===== src/rtl/vbus_ctrl_pkg.sv =====
// constants for the vbus power and pullup sideband control block
package vbus_ctrl_pkg;
	// ****************************************
	// register byte offsets
	// ****************************************
	localparam logic [7:0] PORT_STATUS_CONTROL_OFS = 8'h00;
	localparam logic [7:0] USB_IRQ_ENABLE_OFS = 8'h04;
	localparam logic [7:0] IRQ_STATUS_OFS = 8'h08;
	localparam logic [7:0] IRQ_CLEAR_OFS = 8'h0C;
	localparam logic [7:0] SYSTEM_BUS_CONFIG_OFS = 8'h10;
	localparam logic [7:0] CHIP_IDENT_OFS = 8'h14;
	localparam logic [7:0] DUAL_ROLE_CTRL_STATUS_OFS = 8'h18;
	// ****************************************
	// field positions
	// ****************************************
	localparam int PORT_POWER_POS = 0;
	localparam int OVER_CURRENT_ACTIVE_POS = 1;
	localparam int PORT_CHANGE_POS = 0;
	localparam int POLARITY_SEL_POS = 0;
	localparam int SESSION_VALID_POS = 0;
	localparam int REVISION_LSB = 0;
	localparam int REVISION_W = 4;
	// ****************************************
	// reset values and limits
	// ****************************************
	localparam logic PORT_POWER_RST = 1'b0;
	localparam logic PORT_CHANGE_EN_RST = 1'b0;
	localparam logic POLARITY_SEL_RST = 1'b0;
	localparam logic SESSION_VALID_RST = 1'b0;
	localparam logic [REVISION_W-1:0] POLARITY_MIN_REV = 4'h2;
	localparam logic [REVISION_W-1:0] DEFAULT_REV = 4'h2;
	localparam int SYNC_STAGES = 2;
	// ****************************************
	// axi responses
	// ****************************************
	localparam logic [1:0] RESP_OKAY = 2'h0;
	localparam logic [1:0] RESP_DECERR = 2'h3;
endpackage : vbus_ctrl_pkg


===== src/rtl/sticky_bit.sv =====
// sticky status bit, set wins over clear, masked request out
`timescale 1ns/1ps
`default_nettype none
module sticky_bit (
	// clock and reset
	input wire logic aclk,
	input wire logic aresetn,
	// set, clear and mask
	input wire logic set_in,
	input wire logic clear_in,
	input wire logic enable_in,
	// status and masked request
	output logic status_out,
	output logic request_out
);
	always_ff @(posedge aclk) begin
		if (!aresetn) begin
			status_out <= 1'b0;
		end else if (set_in) begin
			status_out <= 1'b1;
		end else if (clear_in) begin
			status_out <= 1'b0;
		end
	end
	assign request_out = status_out & enable_in;
endmodule : sticky_bit
`default_nettype wire


===== src/rtl/sync_two_stage.sv =====
// two flip-flop level synchroniser
`timescale 1ns/1ps
`default_nettype none
module sync_two_stage (
	// clock and reset
	input wire logic aclk,
	input wire logic aresetn,
	// level in and out
	input wire logic async_in,
	output logic sync_out
);
	import vbus_ctrl_pkg::*;
	logic meta_reg;
	always_ff @(posedge aclk) begin
		if (!aresetn) begin
			meta_reg <= 1'b0;
			sync_out <= 1'b0;
		end else begin
			meta_reg <= async_in;
			sync_out <= meta_reg;
		end
	end
endmodule : sync_two_stage
`default_nettype wire


===== src/rtl/usb_vbus_power_pullup_ctrl.sv =====
// vbus power enable, over-current and pullup enable control with axi4-lite registers
//
// Overview of operation
// - power enable high exactly when port power set
// - over-current active level chosen by polarity bit
// - active over-current sets over-current flag
// - over-current is port change, may interrupt
// - revision below two forces active-high over-current
// - dual-role side has no power or over-current
// - pullup enable follows session valid bit
`timescale 1ns/1ps
`default_nettype none
module usb_vbus_power_pullup_ctrl #(
	parameter logic [3:0] PART_REVISION = 4'h2 // arbitrary value
) (
	// clock and reset
	input wire logic aclk,
	input wire logic aresetn,
	// axi4-lite write address
	input wire logic [7:0] s_axi_awaddr,
	input wire logic s_axi_awvalid,
	output logic s_axi_awready,
	// axi4-lite write data
	input wire logic [31:0] s_axi_wdata,
	input wire logic [3:0] s_axi_wstrb,
	input wire logic s_axi_wvalid,
	output logic s_axi_wready,
	// axi4-lite write response
	output logic [1:0] s_axi_bresp,
	output logic s_axi_bvalid,
	input wire logic s_axi_bready,
	// axi4-lite read address
	input wire logic [7:0] s_axi_araddr,
	input wire logic s_axi_arvalid,
	output logic s_axi_arready,
	// axi4-lite read data
	output logic [31:0] s_axi_rdata,
	output logic [1:0] s_axi_rresp,
	output logic s_axi_rvalid,
	input wire logic s_axi_rready,
	// host port power switch
	output logic host_port_power_enable_out,
	input wire logic host_over_current_in,
	// other host port change events
	input wire logic port_event_in,
	// dual-role pullup gating
	output logic dual_role_pullup_enable_out,
	// interrupt
	output logic irq_out
);
	import vbus_ctrl_pkg::*;

	// ****************************************
	// declarations
	// ****************************************
	logic [7:0] awaddr_reg;
	logic aw_full_reg;
	logic [31:0] wdata_reg;
	logic [3:0] wstrb_reg;
	logic w_full_reg;
	logic do_write;
	logic lane0;
	logic port_power_reg;
	logic port_change_en_reg;
	logic polarity_sel_reg;
	logic session_valid_reg;
	logic oc_sync;
	logic oc_active;
	logic oc_active_prev_reg;
	logic oc_rise;
	logic oca_flag;
	logic oca_clear;
	logic pc_status;
	logic pc_clear;
	logic polarity_allowed;
	logic [31:0] rdata_next;
	logic rresp_bad;

	// ****************************************
	// axi write channel
	// ****************************************
	assign s_axi_awready = !aw_full_reg && !s_axi_bvalid;
	assign s_axi_wready = !w_full_reg && !s_axi_bvalid;
	assign do_write = aw_full_reg && w_full_reg && !s_axi_bvalid;
	assign lane0 = wstrb_reg[0];

	always_ff @(posedge aclk) begin
		if (!aresetn) begin
			aw_full_reg <= 1'b0;
			awaddr_reg <= 8'h00;
		end else if (s_axi_awvalid && s_axi_awready) begin
			aw_full_reg <= 1'b1;
			awaddr_reg <= s_axi_awaddr;
		end else if (do_write) begin
			aw_full_reg <= 1'b0;
		end
	end

	always_ff @(posedge aclk) begin
		if (!aresetn) begin
			w_full_reg <= 1'b0;
			wdata_reg <= 32'h0000_0000;
			wstrb_reg <= 4'h0;
		end else if (s_axi_wvalid && s_axi_wready) begin
			w_full_reg <= 1'b1;
			wdata_reg <= s_axi_wdata;
			wstrb_reg <= s_axi_wstrb;
		end else if (do_write) begin
			w_full_reg <= 1'b0;
		end
	end

	always_ff @(posedge aclk) begin
		if (!aresetn) begin
			s_axi_bvalid <= 1'b0;
			s_axi_bresp <= RESP_OKAY;
		end else if (do_write) begin
			s_axi_bvalid <= 1'b1;
			case (awaddr_reg)
				PORT_STATUS_CONTROL_OFS, USB_IRQ_ENABLE_OFS, IRQ_STATUS_OFS, IRQ_CLEAR_OFS,
				SYSTEM_BUS_CONFIG_OFS, CHIP_IDENT_OFS, DUAL_ROLE_CTRL_STATUS_OFS: begin
					s_axi_bresp <= RESP_OKAY;
				end
				default: begin
					s_axi_bresp <= RESP_DECERR;
				end
			endcase
		end else if (s_axi_bready) begin
			s_axi_bvalid <= 1'b0;
		end
	end

	// ****************************************
	// control registers
	// ****************************************
	always_ff @(posedge aclk) begin
		if (!aresetn) begin
			port_power_reg <= PORT_POWER_RST;
		end else if (do_write && lane0 && awaddr_reg == PORT_STATUS_CONTROL_OFS) begin
			port_power_reg <= wdata_reg[PORT_POWER_POS];
		end
	end

	always_ff @(posedge aclk) begin
		if (!aresetn) begin
			port_change_en_reg <= PORT_CHANGE_EN_RST;
		end else if (do_write && lane0 && awaddr_reg == USB_IRQ_ENABLE_OFS) begin
			port_change_en_reg <= wdata_reg[PORT_CHANGE_POS];
		end
	end

	always_ff @(posedge aclk) begin
		if (!aresetn) begin
			polarity_sel_reg <= POLARITY_SEL_RST;
		end else if (do_write && lane0 && awaddr_reg == SYSTEM_BUS_CONFIG_OFS) begin
			polarity_sel_reg <= wdata_reg[POLARITY_SEL_POS];
		end
	end

	always_ff @(posedge aclk) begin
		if (!aresetn) begin
			session_valid_reg <= SESSION_VALID_RST;
		end else if (do_write && lane0 && awaddr_reg == DUAL_ROLE_CTRL_STATUS_OFS) begin
			session_valid_reg <= wdata_reg[SESSION_VALID_POS];
		end
	end

	assign oca_clear = do_write && lane0 && awaddr_reg == PORT_STATUS_CONTROL_OFS
		&& wdata_reg[OVER_CURRENT_ACTIVE_POS];
	assign pc_clear = do_write && lane0 && awaddr_reg == IRQ_CLEAR_OFS && wdata_reg[PORT_CHANGE_POS];

	// ****************************************
	// over-current path
	// ****************************************
	sync_two_stage u_oc_sync (
		.aclk(aclk),
		.aresetn(aresetn),
		.async_in(host_over_current_in),
		.sync_out(oc_sync)
	);

	assign polarity_allowed = PART_REVISION >= POLARITY_MIN_REV;
	assign oc_active = oc_sync ^ (polarity_sel_reg & polarity_allowed);

	always_ff @(posedge aclk) begin
		if (!aresetn) begin
			oc_active_prev_reg <= 1'b0;
		end else begin
			oc_active_prev_reg <= oc_active;
		end
	end
	assign oc_rise = oc_active && !oc_active_prev_reg;

	sticky_bit u_oca_flag (
		.aclk(aclk),
		.aresetn(aresetn),
		.set_in(oc_active),
		.clear_in(oca_clear),
		.enable_in(1'b0),
		.status_out(oca_flag),
		.request_out()
	);

	sticky_bit u_port_change (
		.aclk(aclk),
		.aresetn(aresetn),
		.set_in(oc_rise || port_event_in),
		.clear_in(pc_clear),
		.enable_in(port_change_en_reg),
		.status_out(pc_status),
		.request_out(irq_out)
	);

	// ****************************************
	// pin outputs
	// ****************************************
	assign host_port_power_enable_out = port_power_reg;
	assign dual_role_pullup_enable_out = session_valid_reg;

	// ****************************************
	// axi read channel
	// ****************************************
	assign s_axi_arready = !s_axi_rvalid;

	always_comb begin
		rdata_next = 32'h0000_0000;
		rresp_bad = 1'b0;
		case (s_axi_araddr)
			PORT_STATUS_CONTROL_OFS: begin
				rdata_next[PORT_POWER_POS] = port_power_reg;
				rdata_next[OVER_CURRENT_ACTIVE_POS] = oca_flag;
			end
			USB_IRQ_ENABLE_OFS: begin
				rdata_next[PORT_CHANGE_POS] = port_change_en_reg;
			end
			IRQ_STATUS_OFS: begin
				rdata_next[PORT_CHANGE_POS] = pc_status;
			end
			IRQ_CLEAR_OFS: begin
				rdata_next = 32'h0000_0000;
			end
			SYSTEM_BUS_CONFIG_OFS: begin
				rdata_next[POLARITY_SEL_POS] = polarity_sel_reg;
			end
			CHIP_IDENT_OFS: begin
				rdata_next[REVISION_LSB +: REVISION_W] = PART_REVISION;
			end
			DUAL_ROLE_CTRL_STATUS_OFS: begin
				rdata_next[SESSION_VALID_POS] = session_valid_reg;
			end
			default: begin
				rresp_bad = 1'b1;
			end
		endcase
	end

	always_ff @(posedge aclk) begin
		if (!aresetn) begin
			s_axi_rvalid <= 1'b0;
			s_axi_rdata <= 32'h0000_0000;
			s_axi_rresp <= RESP_OKAY;
		end else if (s_axi_arvalid && s_axi_arready) begin
			s_axi_rvalid <= 1'b1;
			s_axi_rdata <= rdata_next;
			s_axi_rresp <= rresp_bad ? RESP_DECERR : RESP_OKAY;
		end else if (s_axi_rready) begin
			s_axi_rvalid <= 1'b0;
		end
	end
endmodule : usb_vbus_power_pullup_ctrl
`default_nettype wire


===== config.mk =====
export PLATFORM = sky130hd
export DESIGN_NAME = usb_vbus_power_pullup_ctrl
export DESIGN_NICKNAME = d
export VERILOG_FILES = /design/src/rtl/vbus_ctrl_pkg.sv /design/src/rtl/sticky_bit.sv /design/src/rtl/sync_two_stage.sv /design/src/rtl/usb_vbus_power_pullup_ctrl.sv
export SDC_FILE = /design/constraint.sdc
export NUM_CORES = 1
export LEC_CHECK = 0
export BUFFER_PORTS_ARGS = -buffer_cell sky130_fd_sc_hd__buf_4
export CAP_MARGIN = 15
export CELL_PAD_IN_SITES_DETAIL_PLACEMENT = 0
export CELL_PAD_IN_SITES_GLOBAL_PLACEMENT = 1
export CORE_MARGIN = 3
export CORE_UTILIZATION = 28
export CTS_CLUSTER_DIAMETER = 200
export DETAILED_ROUTE_END_ITERATION = 16
export PLACE_DENSITY = 0.77
export SYNTH_ARGS = -nofsm -noshare
export SYNTH_HDL_FRONTEND = slang
export SYNTH_HIERARCHICAL = 1
export SYNTH_SLANG_ARGS = --single-unit

===== constraint.sdc =====
create_clock -name aclk -period 2 [get_ports aclk]
set_input_delay 0.1 -clock aclk [delete_from_list [all_inputs] [get_ports aclk]]
set_output_delay 0.1 -clock aclk [all_outputs]
set_load 0.02 [all_outputs]

==> flow_summary.json, run 1 <==
{
  "status": "complete, no violations",
  "fin_crit_sh_pct": 78.04,
  "critical_path_required_ns": 2.17,
  "fin_nets": 274,
  "final_cell_mix": "buf_4 (41), conb_1 (30), dfxtp_1 (28)",
  "vias_per_cell": 4.096,
  "drc_errors": 0,
  "start_util_pct": 29.24,
  "drive_above_1_share_pct": 25.12,
  "post_cts.repair.setup_buffers": 0,
  "areaGrowthSynthToFinish_pct": 18.07,
  "ant_nets": 0,
  "ios": 105,
  "cts_tree": "yes",
  "largest_register_ffs": 8,
  "cpPeakStageDelay_ns": 0.36,
  "maxCapViolations": 0,
  "die_width_um": 79.26,
  "fp.dieArea_um2": 6282,
  "yosys_warnings": 6,
  "dr.pass1.iters": 4,
  "antennaDiodeCount": 0,
  "worstSetupEndpointType": "register",
  "wl_mm": 2.846,
  "core_area_um2": 5140,
  "netlist_area_um2": 1503,
  "synthCells": 177,
  "critical-path-slowest-cell": "and3_1",
  "nFillCells": 583,
  "post_cts_resized": 0,
  "place_ws_ns": 0.4370,
  "critPathArrivalTime_ns": 1.73,
  "grt_pass1_wl_mm": 4.616,
  "path_max_fanout": 6,
  "clock_skew_ns": 0.002045,
  "grt_overflow": 0,
  "wire_per_inst_um": 10.13,
  "rsz0062_at_grt": "false",
  "worst_slew_pin_slew_ns": 0.4986,
  "maxSlewViolCount": 0,
  "slew_headroom_pct": 66.55,
  "setup_violations": 0,
  "place.gp.congestion": 0.7347,
  "clockBufferDepth": 2,
  "power_per_cell_area_nw_per_um2": 644.3,
  "leakagePower_nw": 0.8185,
  "num_vias": 1151,
  "path_class": "register to register",
  "portBuffers": 41,
  "grt_pass1_vias": 1028,
  "power_mw": 1.143,
  "cts_num_sinks": 28,
  "die_y_um": 79.26,
  "finalHoldViolations": 0,
  "avgSynthCellArea_um2": 8.490,
  "dp_hpwl_mm": 2.220,
  "clk_latency_ns": 0.27,
  "cts_buffers": 3,
  "antenna_found_initial": 0,
  "placedCellCount": 277,
  "path_cells": "nor4_4 -> and3_1 -> and3_2 -> nor2b_4 -> o21a_1",
  "cts.htree.levels": 1,
  "cts_root_buffer": "clkbuf_8",
  "final_cells": 281,
  "holdCritPathClass": "input pin to register",
  "timing.setup.tns_ns": 0,
  "fmax_ghz": 0.6407,
  "setup_ws_ns": 0.4391,
  "drtIter0Drc": 23,
  "rows": 26,
  "layout_min_cycle_time_ns": 1.561,
  "setup.worst_path.start_class": "register",
  "grt_start_max_net_pins": 19,
  "ir_drop_mv": 0.3199,
  "grt_usage_pct": 9.208,
  "path_clk_slew_ns": 0.09,
  "layout_commonest_cell": "buf_4"
}
[layout make-up]
cell class              instances  area [µm²]  share of cell area [%]
clock buffers                   3       41.29                   2.327
repair buffers                 42       317.8                   17.91
well taps                      70       87.58                   4.937
inverters                       6       22.52                   1.269
multi-input cells             132       744.5                   41.96
flip-flops and latches         28       560.5                   31.59
[per-stage QoR]
step	hold slack (ns)	area, µm²	utilization, %
floorplan	0.1990	1612	-
global route	0.03588	1774	34.52
CTS	0.03880	1774	34.52
finish	0.04223	1774	34.52
global placement	0.2850	1723	33.52
detailed placement	0.2872	1723	33.52
[power breakdown]
group | total (mW) | switching [mW] | internal (mW)
Combinational | 0.230 | 0.136 | 0.0940
Sequential | 0.616 | 0.0298 | 0.586
Clock | 0.297 | 0.162 | 0.135
[final timing paths]
kind	endpoint	startpoint	depth (start not counted)	slack, ns
max	u_oca_flag/status_out	awaddr_reg[6]	5	0.44
min	u_oc_sync/meta_reg	host_over_current_in	2	0.04
max reg2reg	u_oca_flag/status_out	awaddr_reg[6]	5	0.44
min reg2reg	u_oc_sync/sync_out	u_oc_sync/meta_reg	1	0.44
[layer usage]
layer  share of wire (%)  GRT usage, %  wire, µm
met1                  45         11.45      1287
met2                  44         15.07      1263
met3                 9.2         3.175       263
met4                 1.1         2.577        31
met5                   0             0         0
[timing repair]
| action | CTS | global route |
|---|---|---|
| hold endpoints to repair | 1 | 0 |
| hold buffers | 1 | 0 |
| setup endpoints to repair | 0 | 0 |
[worst max-delay path: cells and delay by family (launching register included)]
kind / cells / cell delay, ns
flip-flops: 1 / 0.34
AO/OA/AOI/OAI: 1 / 0.15
AND/OR/NAND/NOR: 4 / 0.97
No activity file was read; power rests on OpenSTA's default activity.
==> inputs of run 2 (changes only) <==
--- a/config.mk
+++ b/config.mk
@@ -10,10 +10,10 @@
 export CELL_PAD_IN_SITES_DETAIL_PLACEMENT = 0
 export CELL_PAD_IN_SITES_GLOBAL_PLACEMENT = 1
 export CORE_MARGIN = 3
-export CORE_UTILIZATION = 28
+export CORE_UTILIZATION = 25
 export CTS_CLUSTER_DIAMETER = 200
 export DETAILED_ROUTE_END_ITERATION = 16
-export PLACE_DENSITY = 0.77
+export PLACE_DENSITY = 0.72
 export SYNTH_ARGS = -nofsm -noshare
 export SYNTH_HDL_FRONTEND = slang
 export SYNTH_HIERARCHICAL = 1
==> constraint.sdc (replaced) <==
create_clock -name aclk -period 1.4 [get_ports aclk]
set_input_delay 0.07 -clock aclk [delete_from_list [all_inputs] [get_ports aclk]]
set_output_delay 0.07 -clock aclk [all_outputs]
set_load 0.02 [all_outputs]
==> run 2 against run 1 <==
Clock power rose by 44%; global-route usage fell by 0.83 points; utilization fell by 1.0 points; worst setup slack got worse by 0.40 ns; critical endpoint is now port_change_en_reg; critical path type unchanged.
==> flow_summary.json, run 2 (same netlist as run 1, synthesis figures left out) <==
{
  "status": "complete, no violations",
  "cts_buffers": 3,
  "critical-path-slowest-cell": "dfxtp_2",
  "timing.setup.tns_ns": 0,
  "cts_num_sinks": 28,
  "die_width_um": 83.53,
  "whs_ns": 0.03162,
  "portBuffers": 41,
  "rsz0062_at_grt": "true",
  "fin_nets": 282,
  "place.gp.congestion": 0.7543,
  "min_path_cells": 3,
  "p_int_mw": 1.191,
  "critical_path_required_ns": 1.57,
  "grt_usage_pct": 8.380,
  "grt_pass1_vias": 1112,
  "ios": 105,
  "clock_skew_ns": 0.005634,
  "ir_drop_mv": 0.5835,
  "start_util_pct": 26.48,
  "areaGrowthSynthToFinish_pct": 26.48,
  "drtIter0Drc": 39,
  "critPathBufInv": 1,
  "layout_min_cycle_time_ns": 1.359,
  "cpPeakStageDelay_ns": 0.34,
  "dp_hpwl_mm": 2.341,
  "path_max_fanout": 5,
  "p_clk_share_pct": 25.5,
  "placedCellCount": 284,
  "nFillCells": 623,
  "ff2ff_path_depth": 5,
  "holdCritPathClass": "input pin to register",
  "finalHoldViolations": 0,
  "num_vias": 1179,
  "critPathArrivalTime_ns": 1.53,
  "p_sw_share_pct": 29.02,
  "power_mw": 1.678,
  "layout_commonest_cell": "buf_4",
  "final_cell_mix": "buf_4 (47), conb_1 (30), dfxtp_1 (25)",
  "power_per_cell_area_nw_per_um2": 882.8,
  "path_cells": "nor4_4 -> and3_4 -> buf_6 -> a31oi_4 -> o21a_1",
  "path_class": "register to register",
  "fin_crit_sh_pct": 97.08,
  "clk_latency_ns": 0.27,
  "drive_above_1_share_pct": 31.51,
  "core_area_um2": 5675,
  "antenna_found_initial": 0,
  "maxSlewViolCount": 0,
  "p_sw_uw": 487.0,
  "cts.htree.levels": 1,
  "cts_tree": "yes",
  "grt_pass1_wl_mm": 4.905,
  "final_cells": 291,
  "fmax_ghz": 0.7358,
  "largest_register_ffs": 8,
  "place_area_um2": 1770,
  "cts_root_buffer": "clkbuf_8",
  "ff2ff_setup_slack_ns": 0.04,
  "power.share.combinational_pct": 22.1,
  "rows": 27,
  "ant_nets": 0,
  "worstSetupEndpointType": "register",
  "crit_cells": 5,
  "vias_per_cell": 4.052,
  "clockBufferDepth": 2,
  "leakagePower_nw": 0.8588,
  "drc_errors": 0,
  "maxCapViolations": 0,
  "worst_path_dominant_cell_family": "simple AND/OR/NAND/NOR gates",
  "grt_start_max_net_pins": 17,
  "post-route-cell-area_um2": 1901,
  "setup.worst_path.start_class": "register",
  "pwr-share-seq_pct": 52.4,
  "setup_violations": 0,
  "fp.dieArea_um2": 6977,
  "wire_per_inst_um": 10.30,
  "antennaDiodeCount": 0,
  "wl_mm": 2.998,
  "dr.pass1.iters": 4,
  "grt_overflow": 0,
  "path_clk_slew_ns": 0.09,
  "die_y_um": 83.53
}
## run 2: cell types whose count changed in the layout (fill, tap and decap cells not counted), moves of 2 or more
cell	change
dfxtp_1	-3
and3_4	+2
buf_4	+6
nor2_1	-2
dfxtp_2	+3
## run 2: path summary, 6_finish.rpt
kind	startpoint	endpoint
setup / recovery	awaddr_reg[1]	port_change_en_reg
hold / removal	s_axi_awaddr[1]	awaddr_reg[1]
setup reg to reg	awaddr_reg[1]	port_change_en_reg
hold reg to reg	u_oc_sync/meta_reg	u_oc_sync/sync_out
## run 2: through the flow
step / worst slack (ns) / utilization, %
6_report: 0.04090 / 33.49
5_1_grt: -0.02013 / 33.49
4_1_cts: 0.002877 / 32.41
3_5_place_dp: -0.01711 / 31.19
3_3_place_gp: 0.01142 / 31.19
2_1_floorplan: 0.009126 / -
## run 2: layer usage
layer | vias to the layer above | wire length (µm) | global-route usage [%]
li1 | 610 | - | -
met3 | 0 | 266 | 3.455
met1 | 518 | 1345 | 10.31
met5 | - | 0 | 0
met4 | 0 | 0 | 1.316
met2 | 51 | 1386 | 13.99
## run 2: timing repair
action / in CTS / in global routing
hold endpoints to repair: 1 / 1
endpoints found under the setup margin: 1 / 6
buffers inserted: 1 / 1
hold buffers: 1 / 1
resized for setup: 3 / 7
pin swaps: 3 / 4
## run 2: area by class of cell
type                       instances  area (µm²)  share of cell area, %
multi-input combinational        132       798.3                  42.00
sequential                        28       564.3                  29.69
timing repair buffer              50       384.1                  20.21
tap                               72       90.09                  4.740
clock buffer                       3       41.29                  2.172
inverter                           6       22.52                  1.185
## run 2: power by group through the flow
stage	logic (mW)	clock network [mW]	registers, mW
6_report	0.370	0.428	0.880
5_1_grt	0.407	0.475	0.888
4_1_cts	0.357	0.447	0.878
3_5_place_dp	0.346	0	0.896
3_3_place_gp	0.343	0	0.895
2_1_floorplan	0.294	0	0.889
## run 2: worst min-delay path: stages
cell and delay (ns):
buf_4 0.11, nand2_1 0.05, a21oi_1 0.05
==> inputs of run 3 (changes only) <==
==> constraint.sdc (replaced) <==
create_clock -name aclk -period 1.4 [get_ports aclk]
set_input_delay 0.21 -clock aclk [delete_from_list [all_inputs] [get_ports aclk]]
set_output_delay 0.21 -clock aclk [all_outputs]
set_load 0.02 [all_outputs]
==> run 3 against run 2 <==
Utilization down 0.35 points; maximum frequency about the same; first-iteration DRC count down 10%; largest cell class unchanged.
==> flow_summary.json, run 3 (same netlist as run 1, synthesis figures left out) <==
{
  "status": "complete, no violations",
  "whs_ns": 0.1108,
  "power_mw": 1.674,
  "layout_min_cycle_time_ns": 1.359,
  "antennaDiodeCount": 0,
  "cts_tree": "yes",
  "holdCritPathClass": "input pin to register",
  "die_y_um": 83.53,
  "grt_usage_pct": 8.380,
  "place.gp.congestion": 0.7543,
  "maxSlewViolCount": 0,
  "leakagePower_nw": 0.8504,
  "antenna_found_initial": 0,
  "path_max_fanout": 5,
  "num_vias": 1170,
  "cts.htree.levels": 1,
  "critPathArrivalTime_ns": 1.53,
  "fmax_ghz": 0.7360,
  "met1_usage_pct": 10.31,
  "holdBufCountCts": 0,
  "dp_hpwl_mm": 2.341,
  "cts_root_buffer": "clkbuf_8",
  "met2_usage_pct": 13.99,
  "areaGrowthSynthToFinish_pct": 25.15,
  "path_clk_slew_ns": 0.09,
  "drtIter0Drc": 35,
  "grt_pass1_wl_mm": 4.899,
  "final_cells": 289,
  "setup.worst_path.start_class": "register",
  "grt_start_max_net_pins": 17,
  "finalHoldViolations": 0,
  "met3_usage_pct": 3.455,
  "clock_skew_ns": 0.005370,
  "setup_violations": 0,
  "fin_crit_sh_pct": 97.05,
  "maxCapViolations": 0,
  "setup_ws_ns": 0.04125,
  "place_area_um2": 1770,
  "core_area_um2": 5675,
  "path_class": "register to register",
  "largest_register_ffs": 8,
  "vias_per_cell": 4.048,
  "timing.setup.tns_ns": 0,
  "wl_mm": 2.985,
  "power_per_cell_area_nw_per_um2": 890.0,
  "cts_num_sinks": 28,
  "placedCellCount": 284,
  "critical_path_required_ns": 1.57,
  "cts_buffers": 3,
  "clk_latency_ns": 0.27,
  "rsz0062_at_grt": "true",
  "grt_pass1_vias": 1106,
  "worstSetupEndpointType": "register",
  "die_width_um": 83.53,
  "drc_errors": 0,
  "fin_nets": 280,
  "ant_nets": 0,
  "wire_per_inst_um": 10.33,
  "drive_above_1_share_pct": 31.80,
  "dr.pass1.iters": 4,
  "portBuffers": 41,
  "post-route-cell-area_um2": 1881,
  "clockBufferDepth": 2,
  "rows": 27,
  "ios": 105,
  "grt_overflow": 0,
  "final_cell_mix": "buf_4 (47), conb_1 (30), dfxtp_1 (25)",
  "busiest_layer": "met2",
  "fp.dieArea_um2": 6977,
  "place_ws_ns": -0.01711,
  "layout_commonest_cell": "buf_4",
  "start_util_pct": 26.48,
  "fin_util_pct": 33.13,
  "ir_drop_mv": 0.5835
}
-- run 3: routing by layer --
metal,part of all wire (%),wire [µm]
met1,45,1336
met2,46,1382
met3,8.9,266
met4,0,0
met5,0,0
-- run 3: timing repair --
| item | CTS | global route |
|---|---|---|
| endpoints found under the setup margin | 1 | 6 |
| pin swaps | 3 | 4 |
| buffers inserted | 1 | 1 |
| resized for setup | 3 | 7 |
-- run 3: final cells by class --
cell class                 count  area (µm²)
sequential                    28       564.3
tap                           72       90.09
fill                         625        3795
timing repair buffer          48       364.1
multi-input combinational    132       798.3
clock buffer                   3       41.29
inverter                       6       22.52
-- run 3: final timing paths --
kind | depth (start not counted) | slack (ns) | end | from
hold / removal | 2 | 0.11 | s_axi_rvalid | s_axi_rready
setup reg to reg | 5 | 0.04 | port_change_en_reg | awaddr_reg[1]
setup / recovery | 5 | 0.04 | port_change_en_reg | awaddr_reg[1]
hold reg to reg | 1 | 0.44 | u_oc_sync/sync_out | u_oc_sync/meta_reg
-- run 3: report_power, final --
part           switching, mW  leakage (nW)  internal, mW
clock                  0.235        0.0216         0.193
sequential            0.0414         0.231         0.839
combinational          0.210         0.598         0.156
total                  0.486         0.850          1.19
-- run 3: critical path, cell delays in order, from the launching register on --
cell	delay, ns
dfxtp_2	0.34
nor4_4	0.29
and3_4	0.23
buf_6	0.13
a31oi_4	0.08
o21a_1	0.19
